**config.mk**
```make
export PLATFORM = sky130hd
export DESIGN_NAME = accel_operating_mode_control
export DESIGN_NICKNAME = d
export VERILOG_FILES = /design/src/opmode_pkg.sv /design/src/accel_operating_mode_control.sv
export SDC_FILE = /design/constraint.sdc
export NUM_CORES = 1
export LEC_CHECK = 0
export BUFFER_PORTS_ARGS = -buffer_cell sky130_fd_sc_hd__buf_2
export CAP_MARGIN = 20
export CORE_ASPECT_RATIO = 1.25
export CORE_MARGIN = 2
export CORE_UTILIZATION = 58
export DETAILED_ROUTE_END_ITERATION = 8
export HOLD_SLACK_MARGIN = 0.03
export PLACE_DENSITY = 0.75
export SYNTH_ARGS = -nofsm -noshare
export SYNTH_HDL_FRONTEND = slang
export SYNTH_SLANG_ARGS = --single-unit
export TNS_END_PERCENT = 20
```
**constraint.sdc**
```tcl
create_clock -name clk -period 3.9 [get_ports clk]
set_input_delay 0.78 -clock clk [delete_from_list [all_inputs] [get_ports clk]]
set_output_delay 0.78 -clock clk [all_outputs]
set_load 0.1 [all_outputs]
```
**src/opmode_pkg.sv**
```systemverilog
// Constants and carrier types for the operating-mode controller
package opmode_pkg;

    // ==========================================
    // Timing
    localparam int CLK_MHZ = 125; // Clock rate
    localparam int BOOT_WAIT_A_US = 1000; // Boot time, strap low
    localparam int BOOT_WAIT_B_US = 1000; // Boot time, strap high
    localparam int BOOT_PULSE_WIDTH_A_US = 4; // Boot pulse, strap low
    localparam int BOOT_PULSE_WIDTH_B_US = 4; // Boot pulse, strap high
    localparam int MEAS_NS = 800; // One measurement cycle
    localparam int BOOT_WAIT_A_CYC = BOOT_WAIT_A_US * CLK_MHZ;
    localparam int BOOT_WAIT_B_CYC = BOOT_WAIT_B_US * CLK_MHZ;
    localparam int PULSE_A_CYC = BOOT_PULSE_WIDTH_A_US * CLK_MHZ;
    localparam int PULSE_B_CYC = BOOT_PULSE_WIDTH_B_US * CLK_MHZ;
    localparam int MEAS_CYC = (MEAS_NS * CLK_MHZ + 999) / 1000;
    localparam int CNT_W = 24; // Counter width

    // ==========================================
    // Encodings and reset values
    localparam logic PIN_B_FUNC_IRQ = 1'h0; // Pin b is interrupt
    localparam logic PIN_B_FUNC_TRIG = 1'h1; // Pin b is trigger input
    localparam logic [7:0] ASLP_OFF = 8'h00; // Auto-sleep disabled

    // Operating modes
    typedef enum logic [2:0] {
        MODE_OFF = 3'h0,
        MODE_BOOT = 3'h1,
        MODE_STANDBY = 3'h2,
        MODE_HIBERNATE = 3'h3,
        MODE_WAKE = 3'h4,
        MODE_SLEEP = 3'h5,
        MODE_TRIG_WAIT = 3'h6,
        MODE_TRIG_MEAS = 3'h7
    } mode_t;

    // Host configuration carried as one group
    typedef struct packed {
        logic active; // Active request
        logic hibernate_en; // Hibernate request
        logic pin_b_function_sel; // Pin b function
        logic boot_pulse_to_b; // Route boot pulse to pin b
        logic [7:0] auto_sleep_count; // Auto wake/sleep count
    } host_cfg_t;

    // Status shown to host
    typedef struct packed {
        logic boot_done_flag; // Boot completed
        logic bus_ready; // Serial interface answers
        logic sensor_power; // Sensing blocks powered
        logic motion_defaults; // Motion parameters loaded
        logic auto_wake_sleep; // Auto switching enabled
    } status_t;

endpackage : opmode_pkg

```
**src/accel_operating_mode_control.sv**
```systemverilog
// Operating-mode sequencer: boot, hibernate, standby, active modes
`timescale 1ns/1ns
module accel_operating_mode_control #(
    parameter int BOOT_A_CYC = opmode_pkg::BOOT_WAIT_A_CYC, // Boot time strap low
    parameter int BOOT_B_CYC = opmode_pkg::BOOT_WAIT_B_CYC // Boot time strap high
) (
    input wire logic clk, // Clock 125 MHz
    input wire logic rst, // Sync reset, high
    input wire logic ce, // Clock enable
    input wire logic supply_ok, // Supply above minimum
    input wire logic boot_strap_select, // Boot strap level
    input wire logic wake_pin, // Chip-select / wake pin
    input wire logic motion_detect_pin, // Motion-detect pin level
    input wire logic irq_b_in, // Pin b input level (trigger)
    input wire opmode_pkg::host_cfg_t cfg, // Host configuration
    input wire logic activity, // Activity detected
    input wire logic inactivity_done, // Inactivity timeout
    input wire logic clear_boot_flag, // Host clears boot flag
    output opmode_pkg::mode_t mode, // Current mode
    output opmode_pkg::status_t status, // Status bits
    output logic irq_out_a, // Interrupt pin a
    output logic irq_out_b, // Interrupt pin b
    output logic regs_to_default, // Pulse: reload register defaults
    output logic otp_load // Level: loading defaults
);

    // ==========================================
    // State
    opmode_pkg::mode_t next_mode; // Next mode
    logic [opmode_pkg::CNT_W-1:0] boot_cnt; // Boot timer
    logic [opmode_pkg::CNT_W-1:0] pulse_cnt; // Boot pulse timer
    logic [opmode_pkg::CNT_W-1:0] meas_cnt; // Measurement timer
    logic strap; // Strap caught at boot start
    logic wake_prev; // Last wake pin level
    logic trig_prev; // Last pin b level
    logic boot_flag; // Boot done flag
    logic pulse_pin_b; // Pulse goes to pin b
    logic aws_en; // Auto wake/sleep allowed
    logic boot_end; // Boot timer expiry
    logic trig_rise; // Trigger rising edge
    logic meas_end; // Measurement done

    assign boot_end = (mode == opmode_pkg::MODE_BOOT) && (boot_cnt == '0);
    assign trig_rise = irq_b_in && !trig_prev;
    assign meas_end = (meas_cnt == '0);

    // ==========================================
    // Next-mode decision
    always_comb begin
        next_mode = mode;
        unique case (mode)
            opmode_pkg::MODE_OFF: begin
                if (supply_ok) next_mode = opmode_pkg::MODE_BOOT;
            end
            opmode_pkg::MODE_BOOT: begin
                if (boot_end) begin
                    // Strap high lands in wake automatically
                    next_mode = strap ? opmode_pkg::MODE_WAKE
                                      : opmode_pkg::MODE_STANDBY;
                end
            end
            opmode_pkg::MODE_STANDBY: begin
                if (!strap && cfg.hibernate_en) begin
                    next_mode = opmode_pkg::MODE_HIBERNATE;
                end else if (strap && !motion_detect_pin) begin
                    next_mode = opmode_pkg::MODE_HIBERNATE;
                end else if (!strap && cfg.pin_b_function_sel) begin
                    next_mode = opmode_pkg::MODE_TRIG_WAIT;
                end else if (cfg.active) begin
                    next_mode = opmode_pkg::MODE_WAKE;
                end
            end
            opmode_pkg::MODE_HIBERNATE: begin
                if (!strap && (wake_pin != wake_prev)) begin
                    next_mode = opmode_pkg::MODE_BOOT;
                end else if (strap && motion_detect_pin) begin
                    next_mode = opmode_pkg::MODE_BOOT;
                end
            end
            opmode_pkg::MODE_WAKE: begin
                if (!cfg.active) begin
                    next_mode = opmode_pkg::MODE_STANDBY;
                end else if (aws_en && inactivity_done) begin
                    next_mode = opmode_pkg::MODE_SLEEP;
                end
            end
            opmode_pkg::MODE_SLEEP: begin
                if (!cfg.active) begin
                    next_mode = opmode_pkg::MODE_STANDBY;
                end else if (!aws_en || activity) begin
                    next_mode = opmode_pkg::MODE_WAKE;
                end
            end
            opmode_pkg::MODE_TRIG_WAIT: begin
                if (strap || !cfg.pin_b_function_sel) begin
                    next_mode = opmode_pkg::MODE_STANDBY;
                end else if (trig_rise) begin
                    next_mode = opmode_pkg::MODE_TRIG_MEAS;
                end
            end
            opmode_pkg::MODE_TRIG_MEAS: begin
                if (meas_end) next_mode = opmode_pkg::MODE_TRIG_WAIT;
            end
        endcase
        if (!supply_ok) next_mode = opmode_pkg::MODE_OFF;
    end

    // ==========================================
    // Mode register
    always_ff @(posedge clk) begin
        if (rst) begin
            mode <= opmode_pkg::MODE_OFF;
        end else if (ce) begin
            mode <= next_mode;
        end
    end

    // ==========================================
    // Strap capture at each boot entry
    always_ff @(posedge clk) begin
        if (rst) begin
            strap <= 1'h0;
        end else if (ce && next_mode == opmode_pkg::MODE_BOOT && mode != opmode_pkg::MODE_BOOT) begin
            strap <= boot_strap_select;
        end
    end

    // ==========================================
    // Boot timer
    always_ff @(posedge clk) begin
        if (rst) begin
            boot_cnt <= '0;
        end else if (ce) begin
            if (next_mode == opmode_pkg::MODE_BOOT && mode != opmode_pkg::MODE_BOOT) begin
                // Load length for the strap being latched
                boot_cnt <= boot_strap_select ? opmode_pkg::CNT_W'(BOOT_B_CYC - 1)
                                              : opmode_pkg::CNT_W'(BOOT_A_CYC - 1);
            end else if (mode == opmode_pkg::MODE_BOOT && boot_cnt != '0) begin
                boot_cnt <= boot_cnt - 1'b1;
            end
        end
    end

    // ==========================================
    // Boot pulse timer
    always_ff @(posedge clk) begin
        if (rst) begin
            pulse_cnt <= '0;
        end else if (ce) begin
            if (mode != opmode_pkg::MODE_BOOT && next_mode == opmode_pkg::MODE_OFF) begin
                pulse_cnt <= '0;
            end else if (boot_end) begin
                pulse_cnt <= strap ? opmode_pkg::CNT_W'(opmode_pkg::PULSE_B_CYC)
                                   : opmode_pkg::CNT_W'(opmode_pkg::PULSE_A_CYC);
            end else if (pulse_cnt != '0) begin
                pulse_cnt <= pulse_cnt - 1'b1;
            end
        end
    end

    // ==========================================
    // Pulse routing; strap high forces pin b
    always_ff @(posedge clk) begin
        if (rst) begin
            pulse_pin_b <= 1'h0;
        end else if (ce) begin
            if (boot_end) begin
                pulse_pin_b <= strap | cfg.boot_pulse_to_b;
            end
        end
    end

    // ==========================================
    // Boot done flag; set wins over clear
    always_ff @(posedge clk) begin
        if (rst) begin
            boot_flag <= 1'h0;
        end else if (ce) begin
            if (boot_end) begin
                boot_flag <= 1'h1;
            end else if (mode == opmode_pkg::MODE_HIBERNATE || mode == opmode_pkg::MODE_OFF) begin
                boot_flag <= 1'h0;
            end else if (clear_boot_flag) begin
                boot_flag <= 1'h0;
            end
        end
    end

    // ==========================================
    // Auto wake/sleep enable; off during boot, then on for a nonzero auto_sleep_count
    always_ff @(posedge clk) begin
        if (rst) begin
            aws_en <= 1'h0;
        end else if (ce) begin
            if (mode == opmode_pkg::MODE_BOOT) begin
                aws_en <= 1'h0;
            end else begin
                aws_en <= (cfg.auto_sleep_count != opmode_pkg::ASLP_OFF);
            end
        end
    end

    // ==========================================
    // Edge history for wake and trigger pins
    always_ff @(posedge clk) begin
        if (rst) begin
            wake_prev <= 1'h1; // Select pin idles high
            trig_prev <= 1'h0;
        end else if (ce) begin
            wake_prev <= wake_pin;
            trig_prev <= irq_b_in;
        end
    end

    // ==========================================
    // Measurement timer for triggered cycle
    always_ff @(posedge clk) begin
        if (rst) begin
            meas_cnt <= '0;
        end else if (ce) begin
            if (mode == opmode_pkg::MODE_TRIG_WAIT && next_mode == opmode_pkg::MODE_TRIG_MEAS) begin
                meas_cnt <= opmode_pkg::CNT_W'(opmode_pkg::MEAS_CYC - 1);
            end else if (meas_cnt != '0) begin
                meas_cnt <= meas_cnt - 1'b1;
            end
        end
    end

    // ==========================================
    // Registered outputs
    always_ff @(posedge clk) begin
        if (rst) begin
            status <= '0;
            irq_out_a <= 1'h0;
            irq_out_b <= 1'h0;
            regs_to_default <= 1'h0;
            otp_load <= 1'h0;
        end else if (ce) begin
            status.boot_done_flag <= boot_flag;
            // Bus silent in off, boot and hibernate
            status.bus_ready <= (next_mode != opmode_pkg::MODE_OFF)
                && (next_mode != opmode_pkg::MODE_BOOT)
                && (next_mode != opmode_pkg::MODE_HIBERNATE);
            // Sensing in wake, sleep and triggered measurement
            status.sensor_power <= (next_mode == opmode_pkg::MODE_WAKE)
                || (next_mode == opmode_pkg::MODE_SLEEP)
                || (next_mode == opmode_pkg::MODE_TRIG_MEAS);
            status.motion_defaults <= (mode == opmode_pkg::MODE_BOOT)
                ? strap : status.motion_defaults;
            status.auto_wake_sleep <= aws_en;
            irq_out_a <= (pulse_cnt != '0) && !pulse_pin_b;
            irq_out_b <= (pulse_cnt != '0) && pulse_pin_b;
            // Defaults reloaded on each boot entry
            regs_to_default <= (next_mode == opmode_pkg::MODE_BOOT)
                && (mode != opmode_pkg::MODE_BOOT);
            otp_load <= (next_mode == opmode_pkg::MODE_BOOT);
        end
    end

    // ==========================================
    // Checks
    // Strap low boot lands in standby
    chk_boot_to_standby: assert property (@(posedge clk) disable iff (rst)
        ce && boot_end && !strap |=> mode == opmode_pkg::MODE_STANDBY || !supply_ok)
        else $error("boot did not reach standby");

    // Strap high boot lands in wake
    chk_boot_to_wake: assert property (@(posedge clk) disable iff (rst)
        ce && boot_end && strap && supply_ok |=> mode == opmode_pkg::MODE_WAKE)
        else $error("strap high boot did not reach wake");

    // Flag visible two edges after boot end
    chk_flag_set: assert property (@(posedge clk) disable iff (rst)
        ce && boot_end |=> ##1 !ce || status.boot_done_flag)
        else $error("boot flag not set");

    // Strap high keeps pin a quiet
    chk_pulse_route: assert property (@(posedge clk) disable iff (rst)
        strap && mode != opmode_pkg::MODE_BOOT |-> !irq_out_a)
        else $error("pulse on pin a with strap high");

    // Bus shut while booting
    chk_bus_quiet: assert property (@(posedge clk) disable iff (rst)
        mode == opmode_pkg::MODE_BOOT && $past(mode) == opmode_pkg::MODE_BOOT |-> !status.bus_ready)
        else $error("bus open during boot");

    // Any wake pin change leaves hibernate with strap low
    chk_wake_toggle: assert property (@(posedge clk) disable iff (rst)
        ce && supply_ok && mode == opmode_pkg::MODE_HIBERNATE && !strap && wake_pin != wake_prev
        |=> mode == opmode_pkg::MODE_BOOT)
        else $error("wake toggle ignored");

    // Low motion pin holds hibernate
    chk_motion_hold: assert property (@(posedge clk) disable iff (rst)
        ce && mode == opmode_pkg::MODE_HIBERNATE && strap && !motion_detect_pin
        |=> mode inside {opmode_pkg::MODE_HIBERNATE, opmode_pkg::MODE_OFF})
        else $error("left hibernate with motion pin low");

    // Trigger edge starts measurement
    chk_trig_start: assert property (@(posedge clk) disable iff (rst)
        ce && supply_ok && mode == opmode_pkg::MODE_TRIG_WAIT && !strap
        && cfg.pin_b_function_sel && trig_rise |=> mode == opmode_pkg::MODE_TRIG_MEAS)
        else $error("trigger edge ignored");

    // Measurement end returns to wait
    chk_trig_return: assert property (@(posedge clk) disable iff (rst)
        ce && supply_ok && mode == opmode_pkg::MODE_TRIG_MEAS && meas_end
        |=> mode == opmode_pkg::MODE_TRIG_WAIT)
        else $error("no return to trigger wait");

    // Hibernate keeps bus and sensing off
    chk_hib_quiet: assert property (@(posedge clk) disable iff (rst)
        mode == opmode_pkg::MODE_HIBERNATE |-> !status.bus_ready && !status.sensor_power)
        else $error("bus or sensing on in hibernate");

    // Standby answers the bus with sensing off
    chk_standby_bus: assert property (@(posedge clk) disable iff (rst)
        mode == opmode_pkg::MODE_STANDBY |-> status.bus_ready && !status.sensor_power)
        else $error("standby bus or sensing wrong");

    // In trigger mode, sensing powered only while measuring
    chk_trig_power: assert property (@(posedge clk) disable iff (rst)
        mode inside {opmode_pkg::MODE_TRIG_WAIT, opmode_pkg::MODE_TRIG_MEAS}
        |-> status.sensor_power == (mode == opmode_pkg::MODE_TRIG_MEAS))
        else $error("sensing power wrong in trigger mode");

    // Every boot entry reloads register defaults
    chk_reload_boot: assert property (@(posedge clk) disable iff (rst)
        ce && next_mode == opmode_pkg::MODE_BOOT && mode != opmode_pkg::MODE_BOOT
        |=> regs_to_default)
        else $error("no default reload on boot entry");

    // Auto switching held off while booting
    chk_auto_boot_off: assert property (@(posedge clk) disable iff (rst)
        ce && mode == opmode_pkg::MODE_BOOT |=> !aws_en)
        else $error("auto switching on during boot");

    // Motion defaults follow the latched strap
    chk_motion_strap: assert property (@(posedge clk) disable iff (rst)
        mode inside {opmode_pkg::MODE_STANDBY, opmode_pkg::MODE_WAKE, opmode_pkg::MODE_SLEEP}
        |-> status.motion_defaults == strap)
        else $error("motion defaults do not match strap");

    // ==========================================
    // Cover points
    cov_boot_done: cover property (@(posedge clk) disable iff (rst) boot_end);
    cov_hib_wake: cover property (@(posedge clk) disable iff (rst)
        mode == opmode_pkg::MODE_HIBERNATE ##1 mode == opmode_pkg::MODE_BOOT);
    cov_trig: cover property (@(posedge clk) disable iff (rst)
        mode == opmode_pkg::MODE_TRIG_MEAS ##1 mode == opmode_pkg::MODE_TRIG_WAIT);
    cov_sleep: cover property (@(posedge clk) disable iff (rst) mode == opmode_pkg::MODE_SLEEP);
    cov_strap_wake: cover property (@(posedge clk) disable iff (rst) boot_end && strap);

endmodule : accel_operating_mode_control

```
Yosys cells after proc, flatten, opt, wreduce, memory -nomap -nowiden

Index checks and enable logic that the tools add are counted.

Input port bits: 23
Word-level logic and storage cells: 114
Register bits after elaboration: 90

Bitwise gates (word level): 1
Equality and inequality tests: 15
Muxes and demuxes: 28
$add $sub $neg: 3
Reduce and logical (&&, ||, !) cells: 48

Operators by type and width:

| cell                                                                     | number |
|---|---|
| 24-bit two-way mux                                                       | 7 |
| 24-bit nonzero test                                                      | 3 |
| 24-bit by 1-bit subtractor with 24-bit output (second input constant)    | 3 |
| 24-bit logical NOT                                                       | 2 |
| 3-bit two-way mux                                                        | 16 |
| 3-bit one-hot mux with 8 select lines                                    | 1 |
| 3-bit == test (second input constant)                                    | 7 |
| 1-bit logical AND                                                        | 18 |
| 2-bit AND reduction                                                      | 6 |
| 3-bit nonzero test                                                       | 3 |
| 8-bit nonzero test                                                       | 1 |
| 3-bit by 1-bit == test with 1-bit output (second input constant)         | 2 |
| 3-bit by 2-bit == test with 1-bit output (second input constant)         | 2 |
| 1-bit logical NOT                                                        | 6 |
| 3-bit logical NOT                                                        | 2 |
| 3-bit by 1-bit inequality test with 1-bit output (second input constant) | 2 |
| 1-bit logical OR                                                         | 5 |
| 1-bit two-way mux                                                        | 4 |
| 2-bit nonzero test                                                       | 2 |
| 3-bit by 2-bit inequality test with 1-bit output (second input constant) | 1 |
| 1-bit inequality test                                                    | 1 |
| 1-bit bitwise OR                                                         | 1 |

Logic depth before layout (Yosys ltp)

Gate-level depths: netlist of run 1.

Depth after elaboration: 11
Gate-level depth with buffers: 12

Least setup slack after synthesis of run 1

No wires, ideal clock.

Path type: flip-flop to flip-flop
Start point: register mode[0]
End point: register meas_cnt[13] (netlist bit)
Cell stages (with the launch flop): 10
Slack: 474 ps
Path buffers: 1
Arrival: 3356 ps
Data required time: 3830 ps
Setup time: 70 ps
Clock period less this slack: 3426 ps
Path through: dfxtp_1 > clkbuf_1 > inv_1 > o22ai_1 > a221oi_1 > o2bb2ai_1 > o21ai_4 > a2111o_2 > or4_1 > a21oi_1

Word-level cells in the longest chain between the ends: 10

Ends and longest elaborated chain:

| element                               | RTL line                            | source |
|---|---|---|
| start, declared                       | accel_operating_mode_control.sv:19  | `output opmode_pkg::mode_t mode,` |
| start signal, assigned                | accel_operating_mode_control.sv:112 | `mode <= opmode_pkg::MODE_OFF;` |
| start signal, assigned                | accel_operating_mode_control.sv:114 | `mode <= next_mode;` |
| 3-bit two-way mux                     | accel_operating_mode_control.sv:69  | `end else if (cfg.active) begin` |
| 3-bit two-way mux                     | accel_operating_mode_control.sv:67  | `end else if (!strap && cfg.pin_b_function_sel) begin` |
| 3-bit two-way mux                     | accel_operating_mode_control.sv:65  | `end else if (strap && !motion_detect_pin) begin` |
| 3-bit two-way mux                     | accel_operating_mode_control.sv:63  | `if (!strap && cfg.hibernate_en) begin` |
| 3-bit one-hot mux with 8 select lines | accel_operating_mode_control.sv:51  | `unique case (mode)` |
| 3-bit two-way mux                     | accel_operating_mode_control.sv:105 | `if (!supply_ok) next_mode = opmode_pkg::MODE_OFF;` |
| 3-bit == test                         | accel_operating_mode_control.sv:221 | `if (mode == opmode_pkg::MODE_TRIG_WAIT && next_mode == opmode_pkg::MODE_TRIG_MEAS) begin` |
| 1-bit logical AND *                   | accel_operating_mode_control.sv:221 |  |
| 2-bit nonzero test (no line)          | -                                   |  |
| 2-bit AND reduction (no line)         | -                                   |  |
| end signal, assigned                  | accel_operating_mode_control.sv:222 | `meas_cnt <= opmode_pkg::CNT_W'(opmode_pkg::MEAS_CYC - 1);` |
| end signal, assigned                  | accel_operating_mode_control.sv:224 | `meas_cnt <= meas_cnt - 1'b1;` |
| end, declared                         | accel_operating_mode_control.sv:32  | `logic [opmode_pkg::CNT_W-1:0] meas_cnt;` |

Mark *: on every way between the ends. The rest lies on a longest branch, timed or not.
A chain may end at the register's enable or synchronous reset.

Final worst setup path of run 1

Start point: register meas_cnt[6] (netlist bit)
End point: register boot_cnt[4] (netlist bit)

Word-level cells in the longest chain between the ends: 8

Ends and longest elaborated chain:

| element                                    | RTL line                            | source |
|---|---|---|
| 24-bit logical NOT *                       | accel_operating_mode_control.sv:45  | `assign meas_end = (meas_cnt == '0);` |
| 3-bit two-way mux *                        | accel_operating_mode_control.sv:102 | `if (meas_end) next_mode = opmode_pkg::MODE_TRIG_WAIT;` |
| 3-bit one-hot mux with 8 select lines *    | accel_operating_mode_control.sv:51  |  |
| 3-bit two-way mux *                        | accel_operating_mode_control.sv:105 |  |
| 3-bit by 1-bit == test with 1-bit output * | accel_operating_mode_control.sv:134 | `if (next_mode == opmode_pkg::MODE_BOOT && mode != opmode_pkg::MODE_BOOT) begin` |
| 1-bit logical AND *                        | accel_operating_mode_control.sv:134 |  |
| 2-bit nonzero test (no line)               | -                                   |  |
| 2-bit AND reduction (no line)              | -                                   |  |
| end signal, assigned                       | accel_operating_mode_control.sv:136 | `boot_cnt <= boot_strap_select ? opmode_pkg::CNT_W'(BOOT_B_CYC - 1)` |
| end signal, assigned                       | accel_operating_mode_control.sv:139 | `boot_cnt <= boot_cnt - 1'b1;` |
| end, declared                              | accel_operating_mode_control.sv:30  | `logic [opmode_pkg::CNT_W-1:0] boot_cnt;` |

Marks and branches as above.

==> impl_results.html, run 1 <==
<table>
<tr><th>Metric</th><th>Value</th></tr>
<tr><th colspan="2">Clock tree</th></tr>
<tr><td>CTS buffer count</td><td>9</td></tr>
<tr><td>Count of clock tree sinks</td><td>90</td></tr>
<tr><td>Clk pin slew, worst setup/hold paths</td><td>0.09 ns</td></tr>
<tr><td>Post-CTS setup-driven buffer insertion count</td><td>0</td></tr>
<tr><td>TritonCTS clock tree</td><td>built</td></tr>
<tr><td>Total of hold buffers inserted after clock tree synthesis</td><td>0</td></tr>
<tr><td>Clock tree buffer depth</td><td>2</td></tr>
<tr><td>Gates resized, CTS repair</td><td>0</td></tr>
<tr><td>CTS H-tree depth</td><td>3</td></tr>
<tr><td>Source-to-sink clock delay at the later pin of the worst-skew pair</td><td>0.37 ns</td></tr>
<tr><td>Root cell of the clock tree</td><td>sky130_fd_sc_hd__clkbuf_8</td></tr>
<tr><th colspan="2">Floorplanning</th></tr>
<tr><td>Die boundary height</td><td>103.7 µm</td></tr>
<tr><td>Die area</td><td>0.008679 mm²</td></tr>
<tr><td>Width of the die</td><td>83.73 µm</td></tr>
<tr><td>Io pins</td><td>35</td></tr>
<tr><td>Core ar.</td><td>0.007747 mm²</td></tr>
<tr><td>Number of cell rows</td><td>36</td></tr>
<tr><td>Initial standard-cell utilization of the core</td><td>59.48%</td></tr>
<tr><th colspan="2">Cells and area</th></tr>
<tr><td>Area growth syn-to-layout</td><td>10.10%</td></tr>
<tr><td># nets final</td><td>629</td></tr>
<tr><td>Most common cell after layout, fill and taps aside</td><td>sky130_fd_sc_hd__dfxtp_1</td></tr>
<tr><td>Fillers</td><td>714</td></tr>
<tr><td>Sequential standard cell area</td><td>0.001802 mm²</td></tr>
<tr><td>Most frequent cells in the layout</td><td>90 x sky130_fd_sc_hd__dfxtp_1, 82 x sky130_fd_sc_hd__nor2_1, 58 x sky130_fd_sc_hd__a21oi_1</td></tr>
<tr><td>Fraction of final layout cells with drive strength greater than 1</td><td>12.99%</td></tr>
<tr><td>Area of combinational cells with multiple inputs</td><td>0.002648 mm²</td></tr>
<tr><td>N_diodes</td><td>0</td></tr>
<tr><th colspan="2">Outcome</th></tr>
<tr><td>Status</td><td>finished, final reports clean</td></tr>
<tr><th colspan="2">STA</th></tr>
<tr><td>Worst Tran Pin Value</td><td>0.7937 ns</td></tr>
<tr><td>F_max</td><td>288.2 MHz</td></tr>
<tr><td>Final critical path time including I/O delays and setup</td><td>roughly 3.5 ns</td></tr>
<tr><td>Unrepaired setup endpoints after global routing</td><td>false</td></tr>
<tr><td>Worst rel slew slack</td><td>a little under half</td></tr>
<tr><td>Max-slew violations</td><td>0</td></tr>
<tr><td>Final count of hold timing violations</td><td>0</td></tr>
<tr><td>Setup tns final</td><td>0 ns</td></tr>
<tr><td>Final worst clock skew</td><td>0.01389 ns</td></tr>
<tr><td>Final hold slack</td><td>0.4655 ns</td></tr>
<tr><td>Ratio of final minimum period to clock period</td><td>88.96%</td></tr>
<tr><td>Total of endpoints with negative setup slack in the final report</td><td>0</td></tr>
<tr><th colspan="2">Setup path</th></tr>
<tr><td>Worst Path Max Fanout</td><td>22</td></tr>
<tr><td>Category of the worst setup path capture point</td><td>flip-flop</td></tr>
<tr><td>Delay of the slowest cell on the worst path</td><td>0.65 ns</td></tr>
<tr><td>Required time of the worst setup path</td><td>4.19 ns</td></tr>
<tr><td>Cell class contributing the biggest share of worst-path delay</td><td>simple AND/OR/NAND/NOR gates</td></tr>
<tr><td>Critical Path Source</td><td>meas_cnt[6]$_SDFFE_PP0P_</td></tr>
<tr><td>Launch point of the worst reg-to-reg path</td><td>meas_cnt[6]$_SDFFE_PP0P_</td></tr>
<tr><td>Buf/Inv on CP</td><td>0</td></tr>
<tr><td>Crit path cell chain</td><td>or4_1 -&gt; or3_1 -&gt; or4_1 -&gt; o2bb2ai_1 -&gt; o211ai_4 -&gt; nand2b_2 -&gt; a21oi_1</td></tr>
<tr><td>Critical path start-end classification</td><td>reg2reg</td></tr>
<tr><td>Startpoint Class</td><td>flip-flop</td></tr>
<tr><td>Most prevalent standard cell on the critical path</td><td>sky130_fd_sc_hd__or4_1</td></tr>
<tr><td>Slowest CP cell</td><td>sky130_fd_sc_hd__or4_1</td></tr>
<tr><td>Crit path DAT</td><td>3.76 ns</td></tr>
<tr><th colspan="2">Route</th></tr>
<tr><td>Total number of vias</td><td>4222</td></tr>
<tr><td>Number of remaining DRC errors</td><td>0</td></tr>
<tr><td>First-pass iteration count of the detailed router</td><td>4</td></tr>
<tr><td>Antenna-violating nets left</td><td>0</td></tr>
<tr><td>Wirelength per Cell</td><td>14.64 µm</td></tr>
<tr><td>Detailed Route WL</td><td>10290 µm</td></tr>
<tr><td>Post-DR vias/cell</td><td>around 6.0</td></tr>
<tr><td>Number of DRC markers in iteration 0</td><td>253</td></tr>
<tr><th colspan="2">Global routing</th></tr>
<tr><td>Number of global-route vias before repair</td><td>4104</td></tr>
<tr><td>Initial antenna violation count</td><td>0</td></tr>
<tr><td>Maximum number of pins on one net before global-route repair</td><td>41</td></tr>
<tr><td>Global-route wire length before repair</td><td>17970 µm</td></tr>
<tr><td>Global-route total usage across every layer</td><td>around 24%</td></tr>
<tr><td>Sum of overflow across all layers after global routing</td><td>0</td></tr>
<tr><th colspan="2">Logic synthesis</th></tr>
<tr><td>Number of distinct library cell variants in the gate-level netlist after synthesis</td><td>60</td></tr>
<tr><td>Warning count from the yosys run</td><td>0</td></tr>
<tr><td>Register area share after synthesis</td><td>between 30% and 40%</td></tr>
<tr><td>Register bit count reported by yosys</td><td>90</td></tr>
<tr><td>Combined area of all synthesized cells</td><td>0.004608 mm²</td></tr>
<tr><td>Post-synthesis instance total</td><td>569</td></tr>
<tr><td>EDFF count, synth</td><td>0</td></tr>
<tr><td>Syn nets</td><td>595</td></tr>
<tr><td>Fraction of synthesis flops using an asynchronous set or reset pin</td><td>0%</td></tr>
<tr><td>Top FF cell, synth</td><td>sky130_fd_sc_hd__dfxtp_1</td></tr>
<tr><td>Avg Cell Area, Syn</td><td>8.099 µm²</td></tr>
<tr><th colspan="2">Pwr</th></tr>
<tr><td>Worst VDD drop</td><td>474.8 µV</td></tr>
<tr><td>Static leakage</td><td>~1.9 nW</td></tr>
<tr><td>Power per cell area</td><td>701.7 mW/mm²</td></tr>
<tr><th colspan="2">Placement</th></tr>
<tr><td>GP Congestion</td><td>0.8357</td></tr>
<tr><td>Count of input and output buffers</td><td>34</td></tr>
<tr><td>Estimated wirelength of the detail-placed design</td><td>7266 µm</td></tr>
<tr><th colspan="2">Worst hold path</th></tr>
<tr><td>Start point of the worst hold path</td><td>irq_out_a$_SDFFE_PP0P_</td></tr>
<tr><td>Class of the most critical hold timing path</td><td>reg2reg</td></tr>
<tr><th colspan="2">Run</th></tr>
<tr><td>Number of max-cap violations</td><td>0</td></tr>
</table>
## where the power goes
group | internal [W] | leakage, nW | switching [W]
registers | 0.00113 | 0.735 | 0.000198
logic | 0.000667 | 1.10 | 0.000911
clock network | 0.000315 | 0.106 | 0.000343
## worst register-to-register path: cells and delay by family (launching register included)
family,cells,cell delay (ns)
compound gates,3,1.05
simple gates,4,1.99
flops,1,0.35
## cell type report
cell class                 count  area share [%]
multi-input combinational    444           52.18
clock buffer                  10           2.713
timing repair buffer          45           4.981
inverter                      13          0.9618
sequential                    90           35.51
tap                           95           2.343
clock inverter                 6           1.307
## stage by stage
stage               total power, W  utilization [%]  instances  area, µm²  worst slack, ns
floorplan                 0.002534                -        569       4608           0.4743
global placement          0.002853            62.86        687       4870           0.5131
detailed placement        0.002899            62.86        687       4870           0.4818
CTS                       0.003559            65.49        703       5074           0.4529
global route              0.003824            65.49        703       5074           0.1880
finish                    0.003560            65.49        703       5074           0.4306
## cells in the mapped netlist (4+ instances only)
cell | count | area, µm²
sky130_fd_sc_hd__a311oi_1 | 5 | 43.79
sky130_fd_sc_hd__mux2i_1 | 6 | 60.06
sky130_fd_sc_hd__a31oi_1 | 10 | 62.56
sky130_fd_sc_hd__nand2b_1 | 7 | 43.79
sky130_fd_sc_hd__dfxtp_1 | 90 | 1802
sky130_fd_sc_hd__xor2_1 | 5 | 43.79
sky130_fd_sc_hd__or2_2 | 6 | 37.54
sky130_fd_sc_hd__a21o_1 | 4 | 30.03
sky130_fd_sc_hd__nand3_1 | 13 | 65.06
sky130_fd_sc_hd__nor2_1 | 82 | 307.8
sky130_fd_sc_hd__clkbuf_1 | 14 | 52.55
sky130_fd_sc_hd__buf_2 | 4 | 20.02
sky130_fd_sc_hd__xnor2_1 | 28 | 245.2
sky130_fd_sc_hd__o21a_1 | 4 | 30.03
sky130_fd_sc_hd__or3_1 | 18 | 112.6
sky130_fd_sc_hd__o21ai_0 | 21 | 105.1
sky130_fd_sc_hd__a21oi_1 | 58 | 290.3
sky130_fd_sc_hd__a211oi_1 | 8 | 60.06
sky130_fd_sc_hd__nand2_1 | 49 | 183.9
sky130_fd_sc_hd__or4_1 | 21 | 157.7
sky130_fd_sc_hd__nor4_1 | 9 | 56.30
sky130_fd_sc_hd__o31ai_1 | 11 | 82.58
sky130_fd_sc_hd__inv_1 | 12 | 45.04
sky130_fd_sc_hd__nand3b_1 | 5 | 37.54
sky130_fd_sc_hd__nor3_1 | 25 | 125.1
## sequential cells by signal, summed over array words and instances (netlist names), 3 cells and up
register and flops:
pulse_cnt 24, mode 3, status 5, boot_cnt 24, meas_cnt 24
## path summary, 6_finish.rpt
kind	to	depth (start not counted)	slack (ns)
min reg2reg	irq_out_a$_SDFFE_PP0P_	2	0.47
max	boot_cnt[4]$_SDFFE_PP0P_	7	0.43
min	irq_out_a$_SDFFE_PP0P_	2	0.47
max reg2reg	boot_cnt[4]$_SDFFE_PP0P_	7	0.43
## layer usage
layer	part of all wire (%)	vias up	GRT usage, %
met1	45	2010	29.56
met2	51	59	43.26
met5	0	-	0
met3	2.2	12	3.108
met4	1.7	0	10.25
li1	-	2141	-
## logic make-up (layout without fill, tap and decap cells)
| kind of cell | Yosys count | in the layout | share of synthesized area, % |
|---|---|---|---|
| AO/OA/AOI/OAI | 145 | 145 | 20.42 |
| XOR/XNOR | 33 | 33 | 6.272 |
| adder cells (fa/ha/maj) | 3 | 3 | 0.8146 |
| buffers and inverters | 35 | 74 | 3.448 |
| flip-flops | 90 | 90 | 39.10 |
| multiplexers | 6 | 6 | 1.303 |
| AND/OR/NAND/NOR | 257 | 257 | 28.65 |
No activity file was read; power rests on OpenSTA's default activity.
==> run 2: changes to the inputs <==
==> constraint.sdc (replaced) <==
create_clock -name clk -period 4.2 [get_ports clk]
set_input_delay 0.84 -clock clk [delete_from_list [all_inputs] [get_ports clk]]
set_output_delay 0.84 -clock clk [all_outputs]
set_load 0.1 [all_outputs]
==> run 2 against run 1 <==
Against the previous run:
- final cell count fell by 0.85%
- largest power group unchanged
- non-clock buffer count down 6
- highest routed layer unchanged
- clock skew down 0.0055 ns
- global-route usage decreased by 0.34 points
- clock-buffer cell count rose by 2
- sequential share of layout area increased by 0.31 points
- via count fell by 0.40%
- utilization down 0.57 points
- die area unchanged
- critical path depth increased by 1
- register-to-register slack improved by 0.26 ns
- clock power is 6.1% lower
==> impl_results.html, run 2 (synthesized netlist as in run 1, its figures left out) <==
<table>
<tr><th>Metric</th><th>Value</th></tr>
<tr><th colspan="2">Outcome</th></tr>
<tr><td>Status</td><td>finished, final reports clean</td></tr>
<tr><th colspan="2">Setup path</th></tr>
<tr><td>Buf/Inv on CP</td><td>0</td></tr>
<tr><td>Launch point of the worst reg-to-reg path</td><td>meas_cnt[6]$_SDFFE_PP0P_</td></tr>
<tr><td>Slowest CP cell</td><td>sky130_fd_sc_hd__or4_1</td></tr>
<tr><td>Crit path DAT</td><td>3.77 ns</td></tr>
<tr><td>FF-to-FF path depth</td><td>8</td></tr>
<tr><td>Worst reg-to-reg setup slack</td><td>0.69 ns</td></tr>
<tr><td>Startpoint Class</td><td>flip-flop</td></tr>
<tr><td>Reg-to-reg endpoint</td><td>boot_cnt[19]$_SDFFE_PP0P_</td></tr>
<tr><td>Cell class contributing the biggest share of worst-path delay</td><td>simple AND/OR/NAND/NOR gates</td></tr>
<tr><td>Most prevalent standard cell on the critical path</td><td>sky130_fd_sc_hd__or4_1</td></tr>
<tr><td>Worst Path Max Fanout</td><td>24</td></tr>
<tr><td>Critical path start-end classification</td><td>reg2reg</td></tr>
<tr><td>Crit path cell chain</td><td>or4_1 -&gt; or3_1 -&gt; or4_1 -&gt; o2bb2ai_1 -&gt; o211ai_4 -&gt; a21oi_1 -&gt; xnor2_1 -&gt; nor2_1</td></tr>
<tr><td>Critical Path Source</td><td>meas_cnt[6]$_SDFFE_PP0P_</td></tr>
<tr><td>Category of the worst setup path capture point</td><td>flip-flop</td></tr>
<tr><td>Required time of the worst setup path</td><td>approximately 4.5 ns</td></tr>
<tr><td>Delay of the slowest cell on the worst path</td><td>0.66 ns</td></tr>
<tr><th colspan="2">STA</th></tr>
<tr><td>Final worst clock skew</td><td>0.008413 ns</td></tr>
<tr><td>Minimum setup slack in the final design</td><td>0.6899 ns</td></tr>
<tr><td>Final hold slack</td><td>0.4681 ns</td></tr>
<tr><td>Final count of hold timing violations</td><td>0</td></tr>
<tr><td>Unrepaired setup endpoints after global routing</td><td>false</td></tr>
<tr><td>F_max</td><td>284.9 MHz</td></tr>
<tr><td>Setup tns final</td><td>0 ns</td></tr>
<tr><td>Worst Tran Pin Value</td><td>0.9221 ns</td></tr>
<tr><td>Final critical path time including I/O delays and setup</td><td>roughly 3.5 ns</td></tr>
<tr><td>Ratio of final minimum period to clock period</td><td>around 84%</td></tr>
<tr><td>Worst rel slew slack</td><td>38.39%</td></tr>
<tr><td>Total of endpoints with negative setup slack in the final report</td><td>0</td></tr>
<tr><td>Max-slew violations</td><td>0</td></tr>
<tr><th colspan="2">Cells and area</th></tr>
<tr><td>Fillers</td><td>698</td></tr>
<tr><td>N_diodes</td><td>0</td></tr>
<tr><td>Finished Layout Cells</td><td>approximately 700</td></tr>
<tr><td>Fraction of final layout cells with drive strength greater than 1</td><td>11.96%</td></tr>
<tr><td>Area growth syn-to-layout</td><td>9.150%</td></tr>
<tr><td># nets final</td><td>623</td></tr>
<tr><td>Biggest regs</td><td>boot_cnt x24, meas_cnt x24, pulse_cnt x24</td></tr>
<tr><td>Most common cell after layout, fill and taps aside</td><td>sky130_fd_sc_hd__dfxtp_1</td></tr>
<tr><td>Most frequent cells in the layout</td><td>90 x sky130_fd_sc_hd__dfxtp_1, 82 x sky130_fd_sc_hd__nor2_1, 58 x sky130_fd_sc_hd__a21oi_1</td></tr>
<tr><th colspan="2">Route</th></tr>
<tr><td>First-pass iteration count of the detailed router</td><td>5</td></tr>
<tr><td>Detailed-route wire length on metal 1</td><td>4702 µm</td></tr>
<tr><td>Wirelength per Cell</td><td>around 15 µm</td></tr>
<tr><td>Total number of vias</td><td>about 4200</td></tr>
<tr><td>Number of DRC markers in iteration 0</td><td>256</td></tr>
<tr><td>Met3 Wirelength</td><td>324 µm</td></tr>
<tr><td>Detail Route met2 WL</td><td>approximately 5000 µm</td></tr>
<tr><td>Top layer reached by signal wires</td><td>met4</td></tr>
<tr><td>Detailed Route WL</td><td>10230 µm</td></tr>
<tr><td>Post-DR vias/cell</td><td>6.033</td></tr>
<tr><td>Antenna-violating nets left</td><td>0</td></tr>
<tr><td>Number of remaining DRC errors</td><td>0</td></tr>
<tr><th colspan="2">Placement</th></tr>
<tr><td>Worst Setup Slack post-DPL</td><td>0.7380 ns</td></tr>
<tr><td>GP Congestion</td><td>0.8359</td></tr>
<tr><td>Count of input and output buffers</td><td>34</td></tr>
<tr><td>Estimated wirelength of the detail-placed design</td><td>6970 µm</td></tr>
<tr><td># placed instances</td><td>between 600 and 700</td></tr>
<tr><th colspan="2">Clock tree</th></tr>
<tr><td>Clk pin slew, worst setup/hold paths</td><td>about 0.090 ns</td></tr>
<tr><td>Post-CTS setup-driven buffer insertion count</td><td>0</td></tr>
<tr><td>CTS H-tree depth</td><td>3</td></tr>
<tr><td>Gates resized, CTS repair</td><td>0</td></tr>
<tr><td>CTS buffer count</td><td>9</td></tr>
<tr><td>Source-to-sink clock delay at the later pin of the worst-skew pair</td><td>around 0.37 ns</td></tr>
<tr><td>Root cell of the clock tree</td><td>sky130_fd_sc_hd__clkbuf_8</td></tr>
<tr><td>Count of clock tree sinks</td><td>90</td></tr>
<tr><td>Total of hold buffers inserted after clock tree synthesis</td><td>0</td></tr>
<tr><td>Clock tree buffer depth</td><td>2</td></tr>
<tr><td>TritonCTS clock tree</td><td>built</td></tr>
<tr><th colspan="2">Worst hold path</th></tr>
<tr><td>Class of the most critical hold timing path</td><td>reg2reg</td></tr>
<tr><td>Start point of the worst hold path</td><td>irq_out_a$_SDFFE_PP0P_</td></tr>
<tr><td>End point of the worst hold path</td><td>irq_out_a$_SDFFE_PP0P_</td></tr>
<tr><td>Number of instances on the worst hold path</td><td>2</td></tr>
<tr><th colspan="2">Pwr</th></tr>
<tr><td>Power per cell area</td><td>649.8 mW/mm²</td></tr>
<tr><td>Power Total</td><td>between 0.003 and 0.004 W</td></tr>
<tr><td>Static leakage</td><td>between 1.5 and 2 nW</td></tr>
<tr><td>Worst VDD drop</td><td>327.0 µV</td></tr>
<tr><th colspan="2">Floorplanning</th></tr>
<tr><td>Die area</td><td>0.008679 mm²</td></tr>
<tr><td>Width of the die</td><td>83.73 µm</td></tr>
<tr><td>Core ar.</td><td>0.007747 mm²</td></tr>
<tr><td>Number of cell rows</td><td>36</td></tr>
<tr><td>Initial standard-cell utilization of the core</td><td>59.48%</td></tr>
<tr><td>Die boundary height</td><td>103.7 µm</td></tr>
<tr><td>Io pins</td><td>35</td></tr>
<tr><th colspan="2">Global routing</th></tr>
<tr><td>Number of global-route vias before repair</td><td>3943</td></tr>
<tr><td>Initial antenna violation count</td><td>0</td></tr>
<tr><td>Maximum number of pins on one net before global-route repair</td><td>a little over 40</td></tr>
<tr><td>Global-route total usage across every layer</td><td>24.09%</td></tr>
<tr><td>Global-route wire length before repair</td><td>17540 µm</td></tr>
<tr><td>Sum of overflow across all layers after global routing</td><td>0</td></tr>
<tr><th colspan="2">Run</th></tr>
<tr><td>Number of max-cap violations</td><td>0</td></tr>
</table>
## run 2: cell count changes in the layout (fill, tap and decap cells not counted), sizes merged
cell      change
clkinvlp      +2
clkinv        -4
clkbuf        +2
buf           -6
## run 2: power by group
| part | internal, W | leakage [nW] | switching, W |
|---|---|---|---|
| clock | 0.000307 | 0.0986 | 0.000311 |
| sequential | 0.00105 | 0.735 | 0.000185 |
| combinational | 0.000585 | 1.07 | 0.000834 |
## run 2: layout make-up
type,instances,area [µm²],area share [%]
well taps,95,118.9,2.363
inverters,13,48.80,0.9702
multi-input cells,444,2648,52.64
clock buffers,12,155.1,3.085
clock inverters,4,50.05,0.9950
flip-flops and latches,90,1802,35.82
repair buffers,39,207.7,4.129
## run 2: worst min-delay path: stages (launching register included)
cell and delay [ns]:
sky130_fd_sc_hd__dfxtp_1 0.32, sky130_fd_sc_hd__nand2_1 0.06, sky130_fd_sc_hd__a21oi_1 0.05
## run 2: metal layers
metal | vias to the layer above | GRT usage (%)
li1 | 2121 | -
met1 | 1993 | 29.95
met2 | 73 | 40.51
met3 | 18 | 4.382
met4 | 0 | 10.71
met5 | - | 0
## run 2: metrics by stage
stage                     cell area (µm²)  util (%)
after CTS                            5030     64.92
after global routing                 5030     64.92
after global placement               4825     62.27
after floorplan                      4608         -
final                                5030     64.92
after detailed placement             4825     62.27
## run 2: how the worst max path moves through the flow
stage                                endpoint  slack (ns)  depth (start not counted)
floorplan           meas_cnt[13]$_SDFFE_PP0P_        0.77                          9
global placement    boot_cnt[10]$_SDFFE_PP0P_        0.79                          8
detailed placement  boot_cnt[10]$_SDFFE_PP0P_        0.74                          8
CTS                 boot_cnt[10]$_SDFFE_PP0P_        0.71                          8
global route        boot_cnt[10]$_SDFFE_PP0P_        0.43                          8
finish              boot_cnt[19]$_SDFFE_PP0P_        0.69                          8
==> run 3: changes to the inputs <==
--- a/config.mk
+++ b/config.mk
@@ -5,6 +5,7 @@
 export SDC_FILE = /design/constraint.sdc
 export NUM_CORES = 1
 export LEC_CHECK = 0
+export ABC_AREA = 1
 export BUFFER_PORTS_ARGS = -buffer_cell sky130_fd_sc_hd__buf_2
 export CAP_MARGIN = 20
 export CORE_ASPECT_RATIO = 1.25
==> constraint.sdc (replaced) <==
create_clock -name clk -period 3.3 [get_ports clk]
set_input_delay 0.66 -clock clk [delete_from_list [all_inputs] [get_ports clk]]
set_output_delay 0.66 -clock clk [all_outputs]
set_load 0.1 [all_outputs]
==> run 3 against run 2 <==
Against the previous run:
- clock skew decreased by 0.0020 ns
- critical path type unchanged
- routed wire length increased by 27%
- combinational power increased by 92%
- register-to-register slack got worse by 0.07 ns
- die area increased by 17%
- hold slack got worse by 0.0051 ns
- total power increased by 66%
- sequential power increased by 26%
- fmax increased by 31%
- area after synthesis increased by 18%
- setup slack got worse by 0.073 ns
- final cell count increased by 37%
==> impl_results.html, run 3 <==
<table>
<tr><th>Metric</th><th>Value</th></tr>
<tr><th colspan="2">Logic synthesis</th></tr>
<tr><td>Warning count from the yosys run</td><td>0</td></tr>
<tr><td>Syn nets</td><td>830</td></tr>
<tr><td>EDFF count, synth</td><td>0</td></tr>
<tr><td>Post-synthesis instance total</td><td>804</td></tr>
<tr><td>Avg Cell Area, Syn</td><td>6.737 µm²</td></tr>
<tr><td>Register area share after synthesis</td><td>33.26%</td></tr>
<tr><td>Leading cell types by count after synthesis</td><td>144 x sky130_fd_sc_hd__nand2_1, 130 x sky130_fd_sc_hd__nor2_1, 90 x sky130_fd_sc_hd__dfxtp_1, 76 x sky130_fd_sc_hd__inv_1, 73 x sky130_fd_sc_hd__a21oi_1</td></tr>
<tr><td>Area share of the largest cell type after synthesis</td><td>roughly 33%</td></tr>
<tr><td>Biggest area contributors in the synthesized netlist</td><td>sky130_fd_sc_hd__dfxtp_1 33%, sky130_fd_sc_hd__nand2_1 10%, sky130_fd_sc_hd__nor2_1 9.0%, sky130_fd_sc_hd__a21oi_1 6.7%, sky130_fd_sc_hd__xor2_1 6.1%</td></tr>
<tr><td>Number of distinct library cell variants in the gate-level netlist after synthesis</td><td>42</td></tr>
<tr><td>Combined area of all synthesized cells</td><td>0.005416 mm²</td></tr>
<tr><td>Cell type with the highest aggregate area in the netlist</td><td>sky130_fd_sc_hd__dfxtp_1</td></tr>
<tr><td>Top FF cell, synth</td><td>sky130_fd_sc_hd__dfxtp_1</td></tr>
<tr><td>Register bit count reported by yosys</td><td>90</td></tr>
<tr><td>Fraction of synthesis flops using an asynchronous set or reset pin</td><td>0%</td></tr>
<tr><td>Most repeated cell in the gate-level netlist after synthesis</td><td>sky130_fd_sc_hd__nand2_1</td></tr>
<tr><th colspan="2">Setup path</th></tr>
<tr><td>Required time of the worst setup path</td><td>approximately 3.5 ns</td></tr>
<tr><td>Crit path DAT</td><td>2.92 ns</td></tr>
<tr><td>Category of the worst setup path capture point</td><td>flip-flop</td></tr>
<tr><td>Startpoint Class</td><td>flip-flop</td></tr>
<tr><td>Critical path start-end classification</td><td>reg2reg</td></tr>
<tr><td>Worst Path Max Fanout</td><td>25</td></tr>
<tr><th colspan="2">Route</th></tr>
<tr><td>Wirelength per Cell</td><td>between 10 and 15 µm</td></tr>
<tr><td>Post-DR vias/cell</td><td>5.567</td></tr>
<tr><td>Detailed Route WL</td><td>roughly 13000 µm</td></tr>
<tr><td>Total number of vias</td><td>5311</td></tr>
<tr><td>Antenna-violating nets left</td><td>0</td></tr>
<tr><td>Number of DRC markers in iteration 0</td><td>350</td></tr>
<tr><td>First-pass iteration count of the detailed router</td><td>5</td></tr>
<tr><td>Number of remaining DRC errors</td><td>0</td></tr>
<tr><th colspan="2">STA</th></tr>
<tr><td>Worst Tran Pin Value</td><td>0.7135 ns</td></tr>
<tr><td>Final critical path time including I/O delays and setup</td><td>2.683 ns</td></tr>
<tr><td>Ratio of final minimum period to clock period</td><td>81.31%</td></tr>
<tr><td>Total of endpoints with negative setup slack in the final report</td><td>0</td></tr>
<tr><td>Final count of hold timing violations</td><td>0</td></tr>
<tr><td>Unrepaired setup endpoints after global routing</td><td>false</td></tr>
<tr><td>Final worst clock skew</td><td>around 0.0064 ns</td></tr>
<tr><td>Setup tns final</td><td>0 ns</td></tr>
<tr><td>F_max</td><td>372.7 MHz</td></tr>
<tr><td>Max-slew violations</td><td>0</td></tr>
<tr><td>Worst rel slew slack</td><td>52.25%</td></tr>
<tr><th colspan="2">Global routing</th></tr>
<tr><td>Sum of overflow across all layers after global routing</td><td>0</td></tr>
<tr><td>Number of global-route vias before repair</td><td>between 4000 and 5000</td></tr>
<tr><td>Global-route wire length before repair</td><td>between 20000 and 25000 µm</td></tr>
<tr><td>Maximum number of pins on one net before global-route repair</td><td>35</td></tr>
<tr><td>Initial antenna violation count</td><td>0</td></tr>
<tr><td>Global-route total usage across every layer</td><td>between 20% and 30%</td></tr>
<tr><th colspan="2">Placement</th></tr>
<tr><td>GP Congestion</td><td>0.9159</td></tr>
<tr><td>Estimated wirelength of the detail-placed design</td><td>9161 µm</td></tr>
<tr><td>Count of input and output buffers</td><td>34</td></tr>
<tr><td># placed instances</td><td>938</td></tr>
<tr><td>Instance area at placement</td><td>0.005633 mm²</td></tr>
<tr><th colspan="2">Cells and area</th></tr>
<tr><td>Biggest regs</td><td>boot_cnt x24, meas_cnt x24, pulse_cnt x24</td></tr>
<tr><td>Area of all placed cells without fillers</td><td>0.005962 mm²</td></tr>
<tr><td>Finished Layout Cells</td><td>954</td></tr>
<tr><td>N_diodes</td><td>0</td></tr>
<tr><td>Most common cell after layout, fill and taps aside</td><td>sky130_fd_sc_hd__nand2_1</td></tr>
<tr><td># nets final</td><td>852</td></tr>
<tr><td>Fraction of final layout cells with drive strength greater than 1</td><td>approximately 13%</td></tr>
<tr><td>Most frequent cells in the layout</td><td>144 x sky130_fd_sc_hd__nand2_1, 130 x sky130_fd_sc_hd__nor2_1, 90 x sky130_fd_sc_hd__dfxtp_1</td></tr>
<tr><td>Area growth syn-to-layout</td><td>10.07%</td></tr>
<tr><th colspan="2">Worst hold path</th></tr>
<tr><td>Class of the most critical hold timing path</td><td>reg2reg</td></tr>
<tr><th colspan="2">Clock tree</th></tr>
<tr><td>Clock tree buffer depth</td><td>2</td></tr>
<tr><td>Post-CTS setup-driven buffer insertion count</td><td>0</td></tr>
<tr><td>Gates resized, CTS repair</td><td>0</td></tr>
<tr><td>TritonCTS clock tree</td><td>built</td></tr>
<tr><td>CTS H-tree depth</td><td>3</td></tr>
<tr><td>Total of hold buffers inserted after clock tree synthesis</td><td>0</td></tr>
<tr><td>Clk pin slew, worst setup/hold paths</td><td>approximately 0.070 ns</td></tr>
<tr><td>Root cell of the clock tree</td><td>sky130_fd_sc_hd__clkbuf_16</td></tr>
<tr><td>Source-to-sink clock delay at the later pin of the worst-skew pair</td><td>0.34 ns</td></tr>
<tr><td>CTS buffer count</td><td>9</td></tr>
<tr><td>Count of clock tree sinks</td><td>90</td></tr>
<tr><th colspan="2">Pwr</th></tr>
<tr><td>Power per cell area</td><td>907.5 mW/mm²</td></tr>
<tr><td>Worst VDD drop</td><td>approximately 700 µV</td></tr>
<tr><td>Static leakage</td><td>2.684 nW</td></tr>
<tr><th colspan="2">Floorplanning</th></tr>
<tr><td>Die boundary height</td><td>112.0 µm</td></tr>
<tr><td>Die area</td><td>slightly above 0.01 mm²</td></tr>
<tr><td>Width of the die</td><td>90.44 µm</td></tr>
<tr><td>Number of cell rows</td><td>39</td></tr>
<tr><td>Core ar.</td><td>0.009125 mm²</td></tr>
<tr><td>Initial standard-cell utilization of the core</td><td>59.36%</td></tr>
<tr><td>Io pins</td><td>35</td></tr>
<tr><th colspan="2">Outcome</th></tr>
<tr><td>Status</td><td>finished, final reports clean</td></tr>
<tr><th colspan="2">Run</th></tr>
<tr><td>Number of max-cap violations</td><td>0</td></tr>
</table>
run 3: cell count changes in the layout (fill, tap and decap cells not counted), moves of 21 or more:
cell and change:
sky130_fd_sc_hd__nand3_1 +34, sky130_fd_sc_hd__xor2_1 +33, sky130_fd_sc_hd__nand4_1 +28, sky130_fd_sc_hd__inv_1 +64
sky130_fd_sc_hd__nand2_1 +95, sky130_fd_sc_hd__or4_1 -21, sky130_fd_sc_hd__nor2_1 +48
run 3: critical path: stages, from the launching register on:
cell and delay, ns:
sky130_fd_sc_hd__dfxtp_1 0.55, sky130_fd_sc_hd__nor2_2 0.10, sky130_fd_sc_hd__nand2_2 0.28, sky130_fd_sc_hd__inv_2 0.11, sky130_fd_sc_hd__nor2_1 0.41, sky130_fd_sc_hd__nor2_1 0.16, sky130_fd_sc_hd__nand2_1 0.11, sky130_fd_sc_hd__nand2_2 0.28
sky130_fd_sc_hd__clkinv_1 0.28, sky130_fd_sc_hd__nand2_1 0.09, sky130_fd_sc_hd__o21ai_0 0.15, sky130_fd_sc_hd__a21oi_1 0.06
run 3: area by class of cell:
class | instances | area [µm²]
Multi-Input combinational cell | 602 | 3147
Clock inverter | 6 | 90.09
Clock buffer | 10 | 239.0
Fill cell | 867 | 3163
Timing Repair Buffer | 41 | 222.7
Sequential cell | 90 | 1802
Tap cell | 123 | 153.9
Inverter | 82 | 307.8
run 3: power by group:
group / switching (W) / leakage, nW / internal, W
logic: 0.00173 / 1.79 / 0.000997
registers: 0.000247 / 0.736 / 0.00130
clock network: 0.000449 / 0.159 / 0.000686
total: 0.00243 / 2.68 / 0.00298
run 3: cells by family (layout without fill, tap and decap cells):
kind of cell / count (synthesis) / in the layout / share of synthesized area (%)
AO/OA/AOI/OAI: 145 / 145 / 15.45
XOR/XNOR: 47 / 47 / 7.600
adder cells (fa/ha/maj): 3 / 3 / 0.6931
flip-flops: 90 / 90 / 33.26
buffers and inverters: 112 / 139 / 8.639
AND/OR/NAND/NOR: 407 / 407 / 34.35
run 3: per-stage QoR:
stage | utilization (%) | hold WS (ns) | worst slack [ns] | power (W)
after floorplan | - | 0.4395 | 0.7166 | 0.003769
after global placement | 61.73 | 0.4500 | 0.8163 | 0.004191
after detailed placement | 61.73 | 0.4541 | 0.6971 | 0.004253
after CTS | 65.34 | 0.4645 | 0.6790 | 0.005404
after global routing | 65.34 | 0.4802 | 0.3068 | 0.005834
final | 65.34 | 0.4630 | 0.6168 | 0.005410
run 3: worst paths after layout:
kind	from	to	slack, ns	cells past startpoint
max	mode[2]$_SDFFE_PP0P_	pulse_cnt[12]$_SDFFE_PP0P_	0.62	11
min reg2reg	regs_to_default$_SDFFE_PP0P_	regs_to_default$_SDFFE_PP0P_	0.46	2
max reg2reg	mode[2]$_SDFFE_PP0P_	pulse_cnt[12]$_SDFFE_PP0P_	0.62	11
min	regs_to_default$_SDFFE_PP0P_	regs_to_default$_SDFFE_PP0P_	0.46	2
run 3: layer usage:
metal,share of wire (%),track usage (%)
met1,45,33.04
met2,49,46.12
met5,0,0
met3,4.5,2.282
met4,2.0,10.05
